**config.mk**
```make
export PLATFORM = sky130hd
export DESIGN_NAME = lblu_unit
export DESIGN_NICKNAME = d
export VERILOG_FILES = /design/src/core/lblu_pkg.sv /design/src/core/lblu_unit.sv
export VERILOG_INCLUDE_DIRS = /design/src /design/src/core
export SDC_FILE = /design/constraint.sdc
export NUM_CORES = 1
export LEC_CHECK = 0
export BUFFER_PORTS_ARGS = -buffer_cell sky130_fd_sc_hd__clkbuf_2
export CORE_AREA = 8 8 117 119
export CTS_CLUSTER_DIAMETER = 100
export DETAILED_ROUTE_END_ITERATION = 6
export DIE_AREA = 0 0 125 127
export PLACE_DENSITY = 0.74
export SYNTH_ARGS = -nofsm -noshare
export SYNTH_HDL_FRONTEND = slang
export SYNTH_SLANG_ARGS = --single-unit
```
**constraint.sdc**
```tcl
create_clock -name clk -period 7.4 [get_ports clk]
set_input_delay 0 -clock clk [delete_from_list [all_inputs] [get_ports clk]]
set_output_delay 0 -clock clk [all_outputs]
set_load 0.02 [all_outputs]
```
**src/core/lblu_defines.svh**
```systemverilog
// Constants for the ladder bit logic unit
// Contract
// - Load starts block, condition equals operand bit
// - Inverted load starts block with complemented bit
// - AND merges operand bit into condition
// - Inverted AND merges complemented operand bit
// - OR merges operand bit into condition
// - Inverted OR merges complemented operand bit
// - Block AND combines two latest blocks
// - Block OR combines two latest blocks
// - Condition invert complements the condition
// - Rising condition is ON one scan
// - Falling condition is ON one scan
// - Word bit test in load/AND/OR forms
// - Inverted word bit test yields complement
// - Output writes condition into addressed bit
// - Inverted output writes complemented condition
// - Latch sets on set, clears on reset
// - Rising pulse output ON one scan
// - Falling pulse output ON one scan
// - Set forces bit ON while condition ON
// - Clear forces bit OFF while condition ON
// - Range set turns ON consecutive bits
// - Range clear turns OFF consecutive bits
`ifndef LBLU_DEFINES_SVH
`define LBLU_DEFINES_SVH

// Widths and depths
`define LBLU_OP_W        10
`define LBLU_ADDR_W      16
`define LBLU_WORD_W      16
`define LBLU_SEL_W       4
`define LBLU_CNT_W       5
`define LBLU_EDGE_W      5
`define LBLU_EDGES       32
`define LBLU_STK_DEPTH   8
`define LBLU_SP_W        4

// Function codes carried by the instructions
`define LBLU_FC_NOT      10'h208
`define LBLU_FC_UP       10'h209
`define LBLU_FC_DOWN     10'h20A
`define LBLU_FC_WBT      10'h15E
`define LBLU_FC_WBTN     10'h15F
`define LBLU_FC_WBOUT    10'h216
`define LBLU_FC_KEEP     10'h00B
`define LBLU_FC_PUP      10'h00D
`define LBLU_FC_PDN      10'h00E
`define LBLU_FC_WBON     10'h214
`define LBLU_FC_WBOFF    10'h215
`define LBLU_FC_RON      10'h212
`define LBLU_FC_ROFF     10'h213

// Codes for instructions that carry no function code
`define LBLU_FC_LOAD     10'h380
`define LBLU_FC_LOADN    10'h381
`define LBLU_FC_AND      10'h382
`define LBLU_FC_ANDN     10'h383
`define LBLU_FC_OR       10'h384
`define LBLU_FC_ORN      10'h385
`define LBLU_FC_BLKAND   10'h386
`define LBLU_FC_BLKOR    10'h387
`define LBLU_FC_OUT      10'h388
`define LBLU_FC_OUTN     10'h389
`define LBLU_FC_SET      10'h38A
`define LBLU_FC_CLR      10'h38B

// Bit test forms
`define LBLU_FORM_LOAD   2'h0
`define LBLU_FORM_AND    2'h1
`define LBLU_FORM_OR     2'h2

// Reset values
`define LBLU_RST_COND    1'h0
`define LBLU_RST_SP      4'h0

`endif

```
**src/core/lblu_pkg.sv**
```systemverilog
// Types for the ladder bit logic unit
`include "lblu_defines.svh"
package lblu_pkg;

  // Instruction codes
  typedef enum logic [`LBLU_OP_W-1:0] {
    LBLU_OP_LOAD   = `LBLU_FC_LOAD,
    LBLU_OP_LOADN  = `LBLU_FC_LOADN,
    LBLU_OP_AND    = `LBLU_FC_AND,
    LBLU_OP_ANDN   = `LBLU_FC_ANDN,
    LBLU_OP_OR     = `LBLU_FC_OR,
    LBLU_OP_ORN    = `LBLU_FC_ORN,
    LBLU_OP_BLKAND = `LBLU_FC_BLKAND,
    LBLU_OP_BLKOR  = `LBLU_FC_BLKOR,
    LBLU_OP_NOT    = `LBLU_FC_NOT,
    LBLU_OP_UP     = `LBLU_FC_UP,
    LBLU_OP_DOWN   = `LBLU_FC_DOWN,
    LBLU_OP_WBT    = `LBLU_FC_WBT,
    LBLU_OP_WBTN   = `LBLU_FC_WBTN,
    LBLU_OP_OUT    = `LBLU_FC_OUT,
    LBLU_OP_OUTN   = `LBLU_FC_OUTN,
    LBLU_OP_WBOUT  = `LBLU_FC_WBOUT,
    LBLU_OP_KEEP   = `LBLU_FC_KEEP,
    LBLU_OP_PUP    = `LBLU_FC_PUP,
    LBLU_OP_PDN    = `LBLU_FC_PDN,
    LBLU_OP_SET    = `LBLU_FC_SET,
    LBLU_OP_CLR    = `LBLU_FC_CLR,
    LBLU_OP_WBON   = `LBLU_FC_WBON,
    LBLU_OP_WBOFF  = `LBLU_FC_WBOFF,
    LBLU_OP_RON    = `LBLU_FC_RON,
    LBLU_OP_ROFF   = `LBLU_FC_ROFF
  } lblu_op_e;

  // Whole state of the unit
  typedef struct packed {
    logic                        cond;     // Current execution condition
    logic [`LBLU_STK_DEPTH-1:0]  stk;      // Pending block results
    logic [`LBLU_SP_W-1:0]       sp;       // Stack fill level
    logic [`LBLU_EDGES-1:0]      prev;     // Edge history per instance
    logic                        done;     // Instruction finished
    logic                        err;      // Sticky stack fault
    logic                        wr_en;    // Memory write strobe
    logic [`LBLU_ADDR_W-1:0]     wr_addr;  // Word address of write
    logic [`LBLU_WORD_W-1:0]     wr_mask;  // Bits to change
    logic [`LBLU_WORD_W-1:0]     wr_data;  // New bit values
  } lblu_state_s;

endpackage

```
**src/core/lblu_unit.sv**
```systemverilog
// Ladder bit logic unit: executes bit input and output instructions
`timescale 1ns/1ps
`include "lblu_defines.svh"
module lblu_unit (
  input  wire logic                      clk,
  input  wire logic                      reset,
  input  wire logic                      scan_start,
  input  wire logic                      instr_valid,
  input  wire logic [`LBLU_OP_W-1:0]     instr_op,
  input  wire logic [1:0]                instr_form,
  input  wire logic [`LBLU_EDGE_W-1:0]   instr_edge,
  input  wire logic [`LBLU_ADDR_W-1:0]   op_addr,
  input  wire logic [`LBLU_WORD_W-1:0]   op_word,
  input  wire logic [`LBLU_SEL_W-1:0]    op_bit,
  input  wire logic [`LBLU_CNT_W-1:0]    op_count,
  output logic                           cond,
  output logic                           done,
  output logic                           stack_err,
  output logic                           wr_en,
  output logic [`LBLU_ADDR_W-1:0]        wr_addr,
  output logic [`LBLU_WORD_W-1:0]        wr_mask,
  output logic [`LBLU_WORD_W-1:0]        wr_data
);

  lblu_pkg::lblu_state_s s;       // Registered state
  lblu_pkg::lblu_state_s next_s;  // Next state
  lblu_pkg::lblu_op_e    op;      // Decoded instruction
  logic                  cur_bit; // Addressed operand bit
  logic                  fresh;   // Condition history of this edge instance

  // Single bit mask, used by every single-bit write
  function automatic logic [`LBLU_WORD_W-1:0] bit_mask(
    input logic [`LBLU_SEL_W-1:0] sel
  );
    bit_mask = '0;
    bit_mask[sel] = 1'b1;
  endfunction

  // Run of count bits from start; bits past the word end are dropped
  function automatic logic [`LBLU_WORD_W-1:0] run_mask(
    input logic [`LBLU_SEL_W-1:0] start,
    input logic [`LBLU_CNT_W-1:0] count
  );
    logic [`LBLU_WORD_W-1:0] m;
    m = '0;
    for (int i = 0; i < `LBLU_WORD_W; i++) begin
      if ((i >= int'(start)) && (i < int'(start) + int'(count))) begin
        m[i] = 1'b1;
      end
    end
    run_mask = m;
  endfunction

  assign op      = lblu_pkg::lblu_op_e'(instr_op);
  assign cur_bit = op_word[op_bit];
  assign fresh   = s.prev[instr_edge];

  // Next state: one instruction per valid cycle
  always_comb begin
    logic v;  // Operand value after optional inversion
    logic b;  // Block result taken from the stack
    v = 1'b0;
    b = 1'b0;
    next_s = s;
    next_s.done    = 1'b0;
    next_s.wr_en   = 1'b0;
    next_s.wr_mask = '0;
    next_s.wr_data = '0;
    // Stale blocks from an aborted scan must not leak into the next one
    if (scan_start) begin
      next_s.sp = `LBLU_RST_SP;
    end
    if (instr_valid) begin
      next_s.done    = 1'b1;
      next_s.wr_addr = op_addr;
      unique case (op)
        // Loads open a new block and save the old one
        lblu_pkg::LBLU_OP_LOAD, lblu_pkg::LBLU_OP_LOADN: begin
          if (next_s.sp == `LBLU_SP_W'(`LBLU_STK_DEPTH)) begin
            next_s.err = 1'b1;
          end else begin
            next_s.stk[next_s.sp[2:0]] = s.cond;
            next_s.sp = next_s.sp + 1'b1;
          end
          next_s.cond = (op == lblu_pkg::LBLU_OP_LOAD) ? cur_bit : ~cur_bit;
        end
        // Serial and parallel contacts
        lblu_pkg::LBLU_OP_AND:  next_s.cond = s.cond & cur_bit;
        lblu_pkg::LBLU_OP_ANDN: next_s.cond = s.cond & ~cur_bit;
        lblu_pkg::LBLU_OP_OR:   next_s.cond = s.cond | cur_bit;
        lblu_pkg::LBLU_OP_ORN:  next_s.cond = s.cond | ~cur_bit;
        // Block merges pop the saved block
        lblu_pkg::LBLU_OP_BLKAND, lblu_pkg::LBLU_OP_BLKOR: begin
          if (next_s.sp == `LBLU_RST_SP) begin
            next_s.err = 1'b1;  // Underflow leaves condition alone
          end else begin
            next_s.sp = next_s.sp - 1'b1;
            b = s.stk[next_s.sp[2:0]];
            next_s.cond = (op == lblu_pkg::LBLU_OP_BLKAND) ?
                          (s.cond & b) : (s.cond | b);
          end
        end
        // Condition modifiers
        lblu_pkg::LBLU_OP_NOT: next_s.cond = ~s.cond;
        lblu_pkg::LBLU_OP_UP: begin
          next_s.cond = s.cond & ~fresh;
          next_s.prev[instr_edge] = s.cond;
        end
        lblu_pkg::LBLU_OP_DOWN: begin
          next_s.cond = ~s.cond & fresh;
          next_s.prev[instr_edge] = s.cond;
        end
        // Word bit tests in three forms
        lblu_pkg::LBLU_OP_WBT, lblu_pkg::LBLU_OP_WBTN: begin
          v = (op == lblu_pkg::LBLU_OP_WBT) ? cur_bit : ~cur_bit;
          unique case (instr_form)
            `LBLU_FORM_AND: next_s.cond = s.cond & v;
            `LBLU_FORM_OR:  next_s.cond = s.cond | v;
            default: begin
              // Load form, also taken for an unused form code
              if (next_s.sp == `LBLU_SP_W'(`LBLU_STK_DEPTH)) begin
                next_s.err = 1'b1;
              end else begin
                next_s.stk[next_s.sp[2:0]] = s.cond;
                next_s.sp = next_s.sp + 1'b1;
              end
              next_s.cond = v;
            end
          endcase
        end
        // Plain outputs write every time
        lblu_pkg::LBLU_OP_OUT, lblu_pkg::LBLU_OP_WBOUT, lblu_pkg::LBLU_OP_OUTN: begin
          next_s.wr_en   = 1'b1;
          next_s.wr_mask = bit_mask(op_bit);
          v = (op == lblu_pkg::LBLU_OP_OUTN) ? ~s.cond : s.cond;
          next_s.wr_data = v ? bit_mask(op_bit) : '0;
        end
        // Latch: saved block is the set line, condition the reset line
        lblu_pkg::LBLU_OP_KEEP: begin
          if (next_s.sp == `LBLU_RST_SP) begin
            next_s.err = 1'b1;
          end else begin
            next_s.sp = next_s.sp - 1'b1;
            b = s.stk[next_s.sp[2:0]];
            next_s.wr_en   = 1'b1;
            next_s.wr_mask = bit_mask(op_bit);
            v = ~s.cond & (b | cur_bit);
            next_s.wr_data = v ? bit_mask(op_bit) : '0;
          end
        end
        // Pulse outputs share the edge history
        lblu_pkg::LBLU_OP_PUP, lblu_pkg::LBLU_OP_PDN: begin
          next_s.wr_en   = 1'b1;
          next_s.wr_mask = bit_mask(op_bit);
          v = (op == lblu_pkg::LBLU_OP_PUP) ?
              (s.cond & ~fresh) : (~s.cond & fresh);
          next_s.wr_data = v ? bit_mask(op_bit) : '0;
          next_s.prev[instr_edge] = s.cond;
        end
        // Set and clear act only while the condition is ON
        lblu_pkg::LBLU_OP_SET, lblu_pkg::LBLU_OP_WBON: begin
          next_s.wr_en   = s.cond;
          next_s.wr_mask = bit_mask(op_bit);
          next_s.wr_data = bit_mask(op_bit);
        end
        lblu_pkg::LBLU_OP_CLR, lblu_pkg::LBLU_OP_WBOFF: begin
          next_s.wr_en   = s.cond;
          next_s.wr_mask = bit_mask(op_bit);
        end
        // Range writes stay inside one word
        lblu_pkg::LBLU_OP_RON: begin
          next_s.wr_en   = s.cond;
          next_s.wr_mask = run_mask(op_bit, op_count);
          next_s.wr_data = run_mask(op_bit, op_count);
        end
        lblu_pkg::LBLU_OP_ROFF: begin
          next_s.wr_en   = s.cond;
          next_s.wr_mask = run_mask(op_bit, op_count);
        end
        // Unknown code acts as no operation
        default: begin
          next_s.done = 1'b1;
        end
      endcase
    end
  end

  // State register
  always_ff @(posedge clk) begin
    if (reset) begin
      s      <= '0;
      s.cond <= `LBLU_RST_COND;
      s.sp   <= `LBLU_RST_SP;
    end else begin
      s <= next_s;
    end
  end

  // Outputs come straight from the state flops
  assign cond      = s.cond;
  assign done      = s.done;
  assign stack_err = s.err;
  assign wr_en     = s.wr_en;
  assign wr_addr   = s.wr_addr;
  assign wr_mask   = s.wr_mask;
  assign wr_data   = s.wr_data;

  // Checks on the instruction results
  logic go;  // Accepted instruction this cycle
  assign go = instr_valid && !reset;

  property p_load;
    @(posedge clk) disable iff (reset)
      go && op == lblu_pkg::LBLU_OP_LOAD |=> cond == $past(cur_bit);
  endproperty
  a_load: assert property (p_load) else $error("load condition wrong");

  property p_loadn;
    @(posedge clk) disable iff (reset)
      go && op == lblu_pkg::LBLU_OP_LOADN |=> cond != $past(cur_bit);
  endproperty
  a_loadn: assert property (p_loadn) else $error("inverted load wrong");

  property p_and;
    @(posedge clk) disable iff (reset)
      go && op == lblu_pkg::LBLU_OP_AND && !cur_bit |=> !cond;
  endproperty
  a_and: assert property (p_and) else $error("and did not clear");

  property p_orn;
    @(posedge clk) disable iff (reset)
      go && op == lblu_pkg::LBLU_OP_ORN && !cur_bit |=> cond;
  endproperty
  a_orn: assert property (p_orn) else $error("inverted or did not set");

  property p_push;
    @(posedge clk) disable iff (reset)
      go && !scan_start && op == lblu_pkg::LBLU_OP_LOAD && s.sp < 4'h8
      |=> s.sp == $past(s.sp) + 4'h1;
  endproperty
  a_push: assert property (p_push) else $error("load did not push");

  property p_blk;
    @(posedge clk) disable iff (reset)
      go && !scan_start && op == lblu_pkg::LBLU_OP_BLKAND && s.sp != 4'h0 && !s.cond
      |=> !cond && s.sp == $past(s.sp) - 4'h1;
  endproperty
  a_blk: assert property (p_blk) else $error("block and wrong");

  property p_not;
    @(posedge clk) disable iff (reset)
      go && op == lblu_pkg::LBLU_OP_NOT |=> cond != $past(s.cond);
  endproperty
  a_not: assert property (p_not) else $error("invert failed");

  property p_up;
    @(posedge clk) disable iff (reset)
      go && op == lblu_pkg::LBLU_OP_UP && s.cond && !fresh
      |=> cond ##0 s.prev[$past(instr_edge)];
  endproperty
  a_up: assert property (p_up) else $error("rising condition missed");

  property p_out;
    @(posedge clk) disable iff (reset)
      go && op == lblu_pkg::LBLU_OP_OUT
      |=> wr_en && done && ((wr_data & wr_mask) != 16'h0) == $past(s.cond);
  endproperty
  a_out: assert property (p_out) else $error("output write wrong");

  property p_set_idle;
    @(posedge clk) disable iff (reset)
      go && op == lblu_pkg::LBLU_OP_SET && !s.cond |=> !wr_en;
  endproperty
  a_set_idle: assert property (p_set_idle) else $error("set wrote while off");

  property p_clr;
    @(posedge clk) disable iff (reset)
      go && op == lblu_pkg::LBLU_OP_WBOFF && s.cond |=> wr_en && wr_data == 16'h0;
  endproperty
  a_clr: assert property (p_clr) else $error("clear did not write zero");

  // Main scenarios
  c_blk_or: cover property (@(posedge clk) go && op == lblu_pkg::LBLU_OP_BLKOR);
  c_pup:    cover property (@(posedge clk) go && op == lblu_pkg::LBLU_OP_PUP && s.cond);
  c_ron:    cover property (@(posedge clk) go && op == lblu_pkg::LBLU_OP_RON && s.cond);
  c_keep:   cover property (@(posedge clk) go && op == lblu_pkg::LBLU_OP_KEEP);

endmodule // lblu_unit

```
==> run_results.csv, run 1 <==
group,metric,value,unit
status,status,"completed",
synth,ys_top_cells_by_area,"dfxtp_1 (33%), mux2i_1 (9.0%), buf_4 (6.2%)",
worst_hold_path,hold_class,"in -> reg",
finish,fin_util,55.46,%
placement,hpwl,10.86,mm
power_and_ir_drop,peakVddDrop,0.1604,mV
synth,synth_top_family_by_area,"simple AND/OR/NAND/NOR gates",
clocking,clk_pin_slew,0.07,ns
sta,setup_tns,0,ns
setup_path,crit_path_max_incr_delay,0.49,ns
clocking,clk_latency,0.35,ns
sta,setup_viol,0,
sta,finalHoldViolCount,0,
sta,slew_headroom,32.68,%
setup_path,worst_ep_arrival_time,3.26,ns
synth,yosysUniqueCellTypes,73,
synth,synth-compound-area-share,15.99,%
setup_path,worstSetupStartpointType,"flop",
floorplan,initial_core_util,49.14,%
route,drc,0,
global_routing,grt_usage,19.09,%
global_routing,grt_overflow,0,
synth,ys.warnings.count,0,
power_and_ir_drop,power-per-cell-area,182.3,mW/mm²
synth,synth_xor_area_share,0.9054,%
synth,synth_top_area_share,33.11,%
sta,tightest_slew,1.002,ns
setup_path,path_cells,"nor2b_1 > inv_1 > ha_1 > mux4_2 > mux2_2 > o21ai_1 > a21boi_2 > nor2_2 > o21ai_0",
sta,clock-skew-final,0.007452,ns
placement,numPortBuffers,113,
power_and_ir_drop,power,1.194,mW
setup_path,criticalPathCategory,"reg -> reg",
route,detail_route.first_pass.iterations,5,
route,ant_nets,0,
route,wl_per_cell,17.16,µm
finish,nFillCells,1050,
floorplan,die_x,125,µm
floorplan,num_rows,40,
run,maxCapViolations,0,
placement,post-place-ws,4.448,ns
clocking,ctsHtreeMaxLevel,3,
synth,netlist.top_cell.by_area,"dfxtp_1",
synth,yosys.area_share.adder,2.242,%
route,drt-vias-per-instance,5.870,
floorplan,die_h,127,µm
global_routing,grt_max_degree,64,
placement,gp_congestion,0.8913,
finish,drive_above_1_share,20.59,%
synth,async_reset_ff_share,0,%
finish,diodes,0,
clocking,cts-root-buf,"clkbuf_16",
setup_path,cp_num_buf_inv,1,
finish,syn2layout_area_growth,12.85,%
finish,regArea,0.001922,mm²
clocking,cts-resized-gates,0,
clocking,cts-buffers-inserted,9,
global_routing,antenna_found_initial,0,
power_and_ir_drop,leakage,2.827,nW
synth,synthMostInstantiatedCell,"dfxtp_1",
synth,syn_nets,758,
synth,synthSimpleGateAreaFrac,21.38,%
floorplan,io_pins,114,
floorplan,die-area,0.01588,mm²
setup_path,end_kind,"flop",
synth,synthMuxAreaShare,15.63,%
synth,yosys_most_used_dff,"dfxtp_1",
sta,rsz0062_at_grt,"no",
finish,nets,814,
route,totalWireLength,15.36,mm
synth,synth_seq_cells,96,
setup_path,critPathSlowestCell,"nor2_2",
sta,fmax,0.3253,GHz
sta,worst_slack,4.326,ns
synth,syn-cell-area,0.005804,mm²
global_routing,grt_pass1_vias,5202,
sta,period_minus_slack,3.074,ns
route,drt-initial-drc-count,555,
setup_path,path_delay_family,"simple AND/OR/NAND/NOR gates",
synth,seq_area_frac_synth,33.11,%
setup_path,critical_path.max_fanout,13,
route,num_vias,5254,
synth,synth_edf_count,0,
finish,multi_input_area,0.003259,mm²
floorplan,fp.coreArea,0.01181,mm²
clocking,cts_tree,"done",
sta,post-route-period-util,41.54,%
synth,synthTopCellsByCount,"dfxtp_1 (96), nor2_1 (85), nand2_1 (69)",
setup_path,crit_required,7.59,ns
clocking,cts.sinks,96,
sta,report.final.slew_viol_count,0,
synth,syn_inst,687,
synth,syn_avg_cell_area,8.449,µm²
global_routing,grt_pass1_wl,25.44,mm
clocking,cts_max_path_buffers,2,
[per-layer routing]
layer	routed length (µm)	vias up	GRT usage (%)	part of all wire (%)
met1	6456	2483	22.14	42
met4	255	0	6.375	1.7
met2	7523	225	32.98	49
li1	-	2522	-	-
met5	0	-	0	0
met3	1122	24	5.824	7.3
[per-stage QoR]
step / instance area (µm²) / hold slack [ns] / std cells
floorplan: 5804 / 0.1472 / 687
global placement: 6051 / 0.2341 / 863
detailed placement: 6051 / 0.2464 / 863
CTS: 6550 / 0.07139 / 895
global route: 6550 / 0.1276 / 895
finish: 6550 / 0.08113 / 895
[what timing repair did]
item,4_1_cts,5_1_grt
hold buffers,16,0
buffers inserted,0,0
hold endpoints to repair,16,0
[cell families after synthesis]
| logic type | Yosys count |
|---|---|
| DFF | 96 |
| adders and majority gates | 10 |
| AOI/OAI and AO/OA | 134 |
| muxes | 70 |
| xor gates and xnor gates | 6 |
| buffers and inverters | 113 |
| and+or+nand+nor | 258 |
[final timing paths]
| check | cells after the start | endpoint | startpoint | slack (ns) |
|---|---|---|---|---|
| min reg2reg | 2 | stack_err | stack_err | 0.45 |
| max reg2reg | 9 | wr_data[12] | s[84] | 4.33 |
| min | 2 | wr_mask[1] | op_bit[1] | 0.08 |
| max | 9 | wr_data[12] | s[84] | 4.33 |
[final cells by class]
cell class                 instances  share of cell area (%)
sequential                        96                   29.34
clock buffer                      11                   3.859
multi-input combinational        478                   49.76
tap                              147                   2.808
timing repair buffer             132                   11.42
inverter                          26                   1.490
clock inverter                     5                   1.318
[power breakdown]
part,switching (mW),internal [mW]
clock network,0.207,0.317
registers,0.00290,0.522
logic,0.0894,0.0556
total,0.299,0.895
[layout by cell type, fill, tap and decap left out, drive strengths merged, types with 5 or more instances in the layout]
cell type	count
clkbuf	124
dfxtp	96
nor2	86
nand2	69
mux2i	52
a21oi	30
o21ai	28
inv	27
nand3	21
dlygate4sd3	16
mux4	15
or3	13
nor2b	12
nand2b	8
and2	8
nor3	8
o31ai	8
ha	8
o32ai	7
o22ai	6
o32a	6
nor4	6
o2111ai	5
a22oi	5
(Power assumes the default switching activity.)
==> inputs of run 2 (changes only) <==
Clock period 7.4 ns to 3 ns, I/O delays scaled along.
==> run 2 against run 1 <==
Effect of this change:
- critical path depth is the same
- clock skew increased by 0.0052 ns
- first-iteration DRC count decreased by 9.7%
- setup slack got worse by 3.9 ns
- largest cell class unchanged
- largest power group unchanged
==> run_results.csv, run 2 (same netlist as run 1, synthesis figures left out) <==
group,metric,value,unit
status,status,"completed",
route,totalWireLength,15.55,mm
finish,syn2layout_area_growth,13.26,%
power_and_ir_drop,leakage,2.847,nW
global_routing,grt_max_degree,63,
clocking,cts_max_path_buffers,2,
finish,layout_common_cells,"clkbuf_2 (113), dfxtp_1 (96), nor2_1 (85)",
finish,fin_util,55.66,%
clocking,ctsHtreeMaxLevel,3,
sta,tightest_slew,0.7666,ns
global_routing,grt_pass1_vias,5187,
route,num_vias,5312,
finish,final_common_cell,"clkbuf_2",
setup_path,worst_ep_arrival_time,2.75,ns
worst_hold_path,hold_class,"in -> reg",
route,drc,0,
power_and_ir_drop,power-per-cell-area,434.7,mW/mm²
clocking,cts-buffers-inserted,9,
route,drt-vias-per-instance,5.896,
power_and_ir_drop,pwr-share-clk,42.1,%
setup_path,worstSetupStartpointType,"flop",
finish,nets,820,
clocking,postCtsHoldBufs,16,
route,ant_nets,0,
finish,regArea,0.001922,mm²
floorplan,fp.coreArea,0.01181,mm²
floorplan,die_h,127,µm
placement,post-place-ws,0.3582,ns
power_and_ir_drop,peakVddDrop,0.3846,mV
placement,dp_cells,869,
sta,worst_slack,0.4577,ns
power_and_ir_drop,power,2.858,mW
power_and_ir_drop,switching_share,25.73,%
finish,multi_input_area,0.003259,mm²
floorplan,die-area,0.01588,mm²
finish,layout.cells.non_filler,901,
placement,gp_congestion,0.8897,
sta,slew_headroom,48.70,%
floorplan,die_x,125,µm
setup_path,critical_path.max_fanout,13,
floorplan,io_pins,114,
floorplan,num_rows,40,
clocking,cts_setup_buffers,0,
clocking,cts_tree,"done",
clocking,clk_latency,0.35,ns
sta,report.final.slew_viol_count,0,
sta,period_minus_slack,2.542,ns
route,wl_per_cell,17.26,µm
floorplan,initial_core_util,49.14,%
route,drt-initial-drc-count,501,
setup_path,crit_required,3.21,ns
worst_hold_path,holdPathStages,3,
global_routing,grt_pass1_wl,25.36,mm
placement,numPortBuffers,113,
clocking,cts.sinks,96,
setup_path,rr_worst_depth,9,
sta,fmax,0.3934,GHz
power_and_ir_drop,power_frac_comb,12.6,%
sta,finalHoldViolCount,0,
clocking,cts-resized-gates,0,
run,maxCapViolations,0,
power_and_ir_drop,p_int,2.122,mW
global_routing,grt_usage,19.15,%
finish,nFillCells,1092,
finish,drive_above_1_share,21.22,%
placement,hpwl,11.33,mm
sta,clock-skew-final,0.01268,ns
setup_path,end_kind,"flop",
setup_path,criticalPathCategory,"reg -> reg",
sta,setup_viol,0,
sta,setup_tns,0,ns
power_and_ir_drop,seqPwrFrac,45.3,%
clocking,cts-root-buf,"clkbuf_16",
global_routing,grt_overflow,0,
global_routing,antenna_found_initial,0,
sta,rsz0062_at_grt,"no",
finish,diodes,0,
power_and_ir_drop,switching_power,735.3,µW
route,detail_route.first_pass.iterations,7,
clocking,clk_pin_slew,0.07,ns
sta,post-route-period-util,84.74,%
[run 2: changes by cell type in the layout (fill, tap and decap cells not counted)]
cell / before / now
buf_4: 3 / 9
inv_6: 1 / 0
bufinv_16: 2 / 1
clkinv_4: 2 / 4
[run 2: metrics by stage]
step | hold WS, ns | cell area, µm²
4_1_cts | 0.03830 | 6574
5_1_grt | 0.07849 | 6574
3_3_place_gp | 0.2350 | 6096
6_report | 0.03873 | 6574
3_5_place_dp | 0.2471 | 6096
2_1_floorplan | 0.1472 | 5804
[run 2: layout make-up]
class / count / area share, %
inverter: 26 / 1.485
timing repair buffer: 138 / 12.07
sequential: 96 / 29.23
tap: 147 / 2.798
multi-input combinational: 478 / 49.58
clock buffer: 11 / 3.845
clock inverter: 5 / 0.9897
[run 2: layer usage]
layer | vias up | track usage [%] | share of wire [%]
li1 | 2531 | - | -
met1 | 2546 | 23.11 | 43
met2 | 208 | 32.12 | 48
met3 | 27 | 5.200 | 7.0
met4 | 0 | 7.092 | 2.1
met5 | - | 0 | 0
[run 2: power groups by stage]
stage               logic (mW)  clock network [mW]  registers, mW
CTS                      0.356                1.23           1.29
finish                   0.359                1.20           1.29
global placement         0.331                   0           1.32
global route             0.392                1.27           1.30
floorplan                0.240                   0           1.32
detailed placement       0.337                   0           1.32
[run 2: critical path, cell delays in order, from the launching register on]
cell and delay, ns:
dfxtp_1 0.42, nand2b_1 0.16, inv_1 0.23, mux4_2 0.54
mux2_2 0.31, o21ai_1 0.20, a21boi_2 0.11, nor2_2 0.11
buf_4 0.20, o32ai_1 0.12
[run 2: path summary, 6_finish.rpt]
| path | start | endpoint | slack (ns) |
|---|---|---|---|
| setup / recovery | s[83] | wr_data[9] | 0.46 |
| hold / removal | instr_valid | done | 0.04 |
| setup reg to reg | s[83] | wr_data[9] | 0.46 |
| hold reg to reg | stack_err | stack_err | 0.45 |
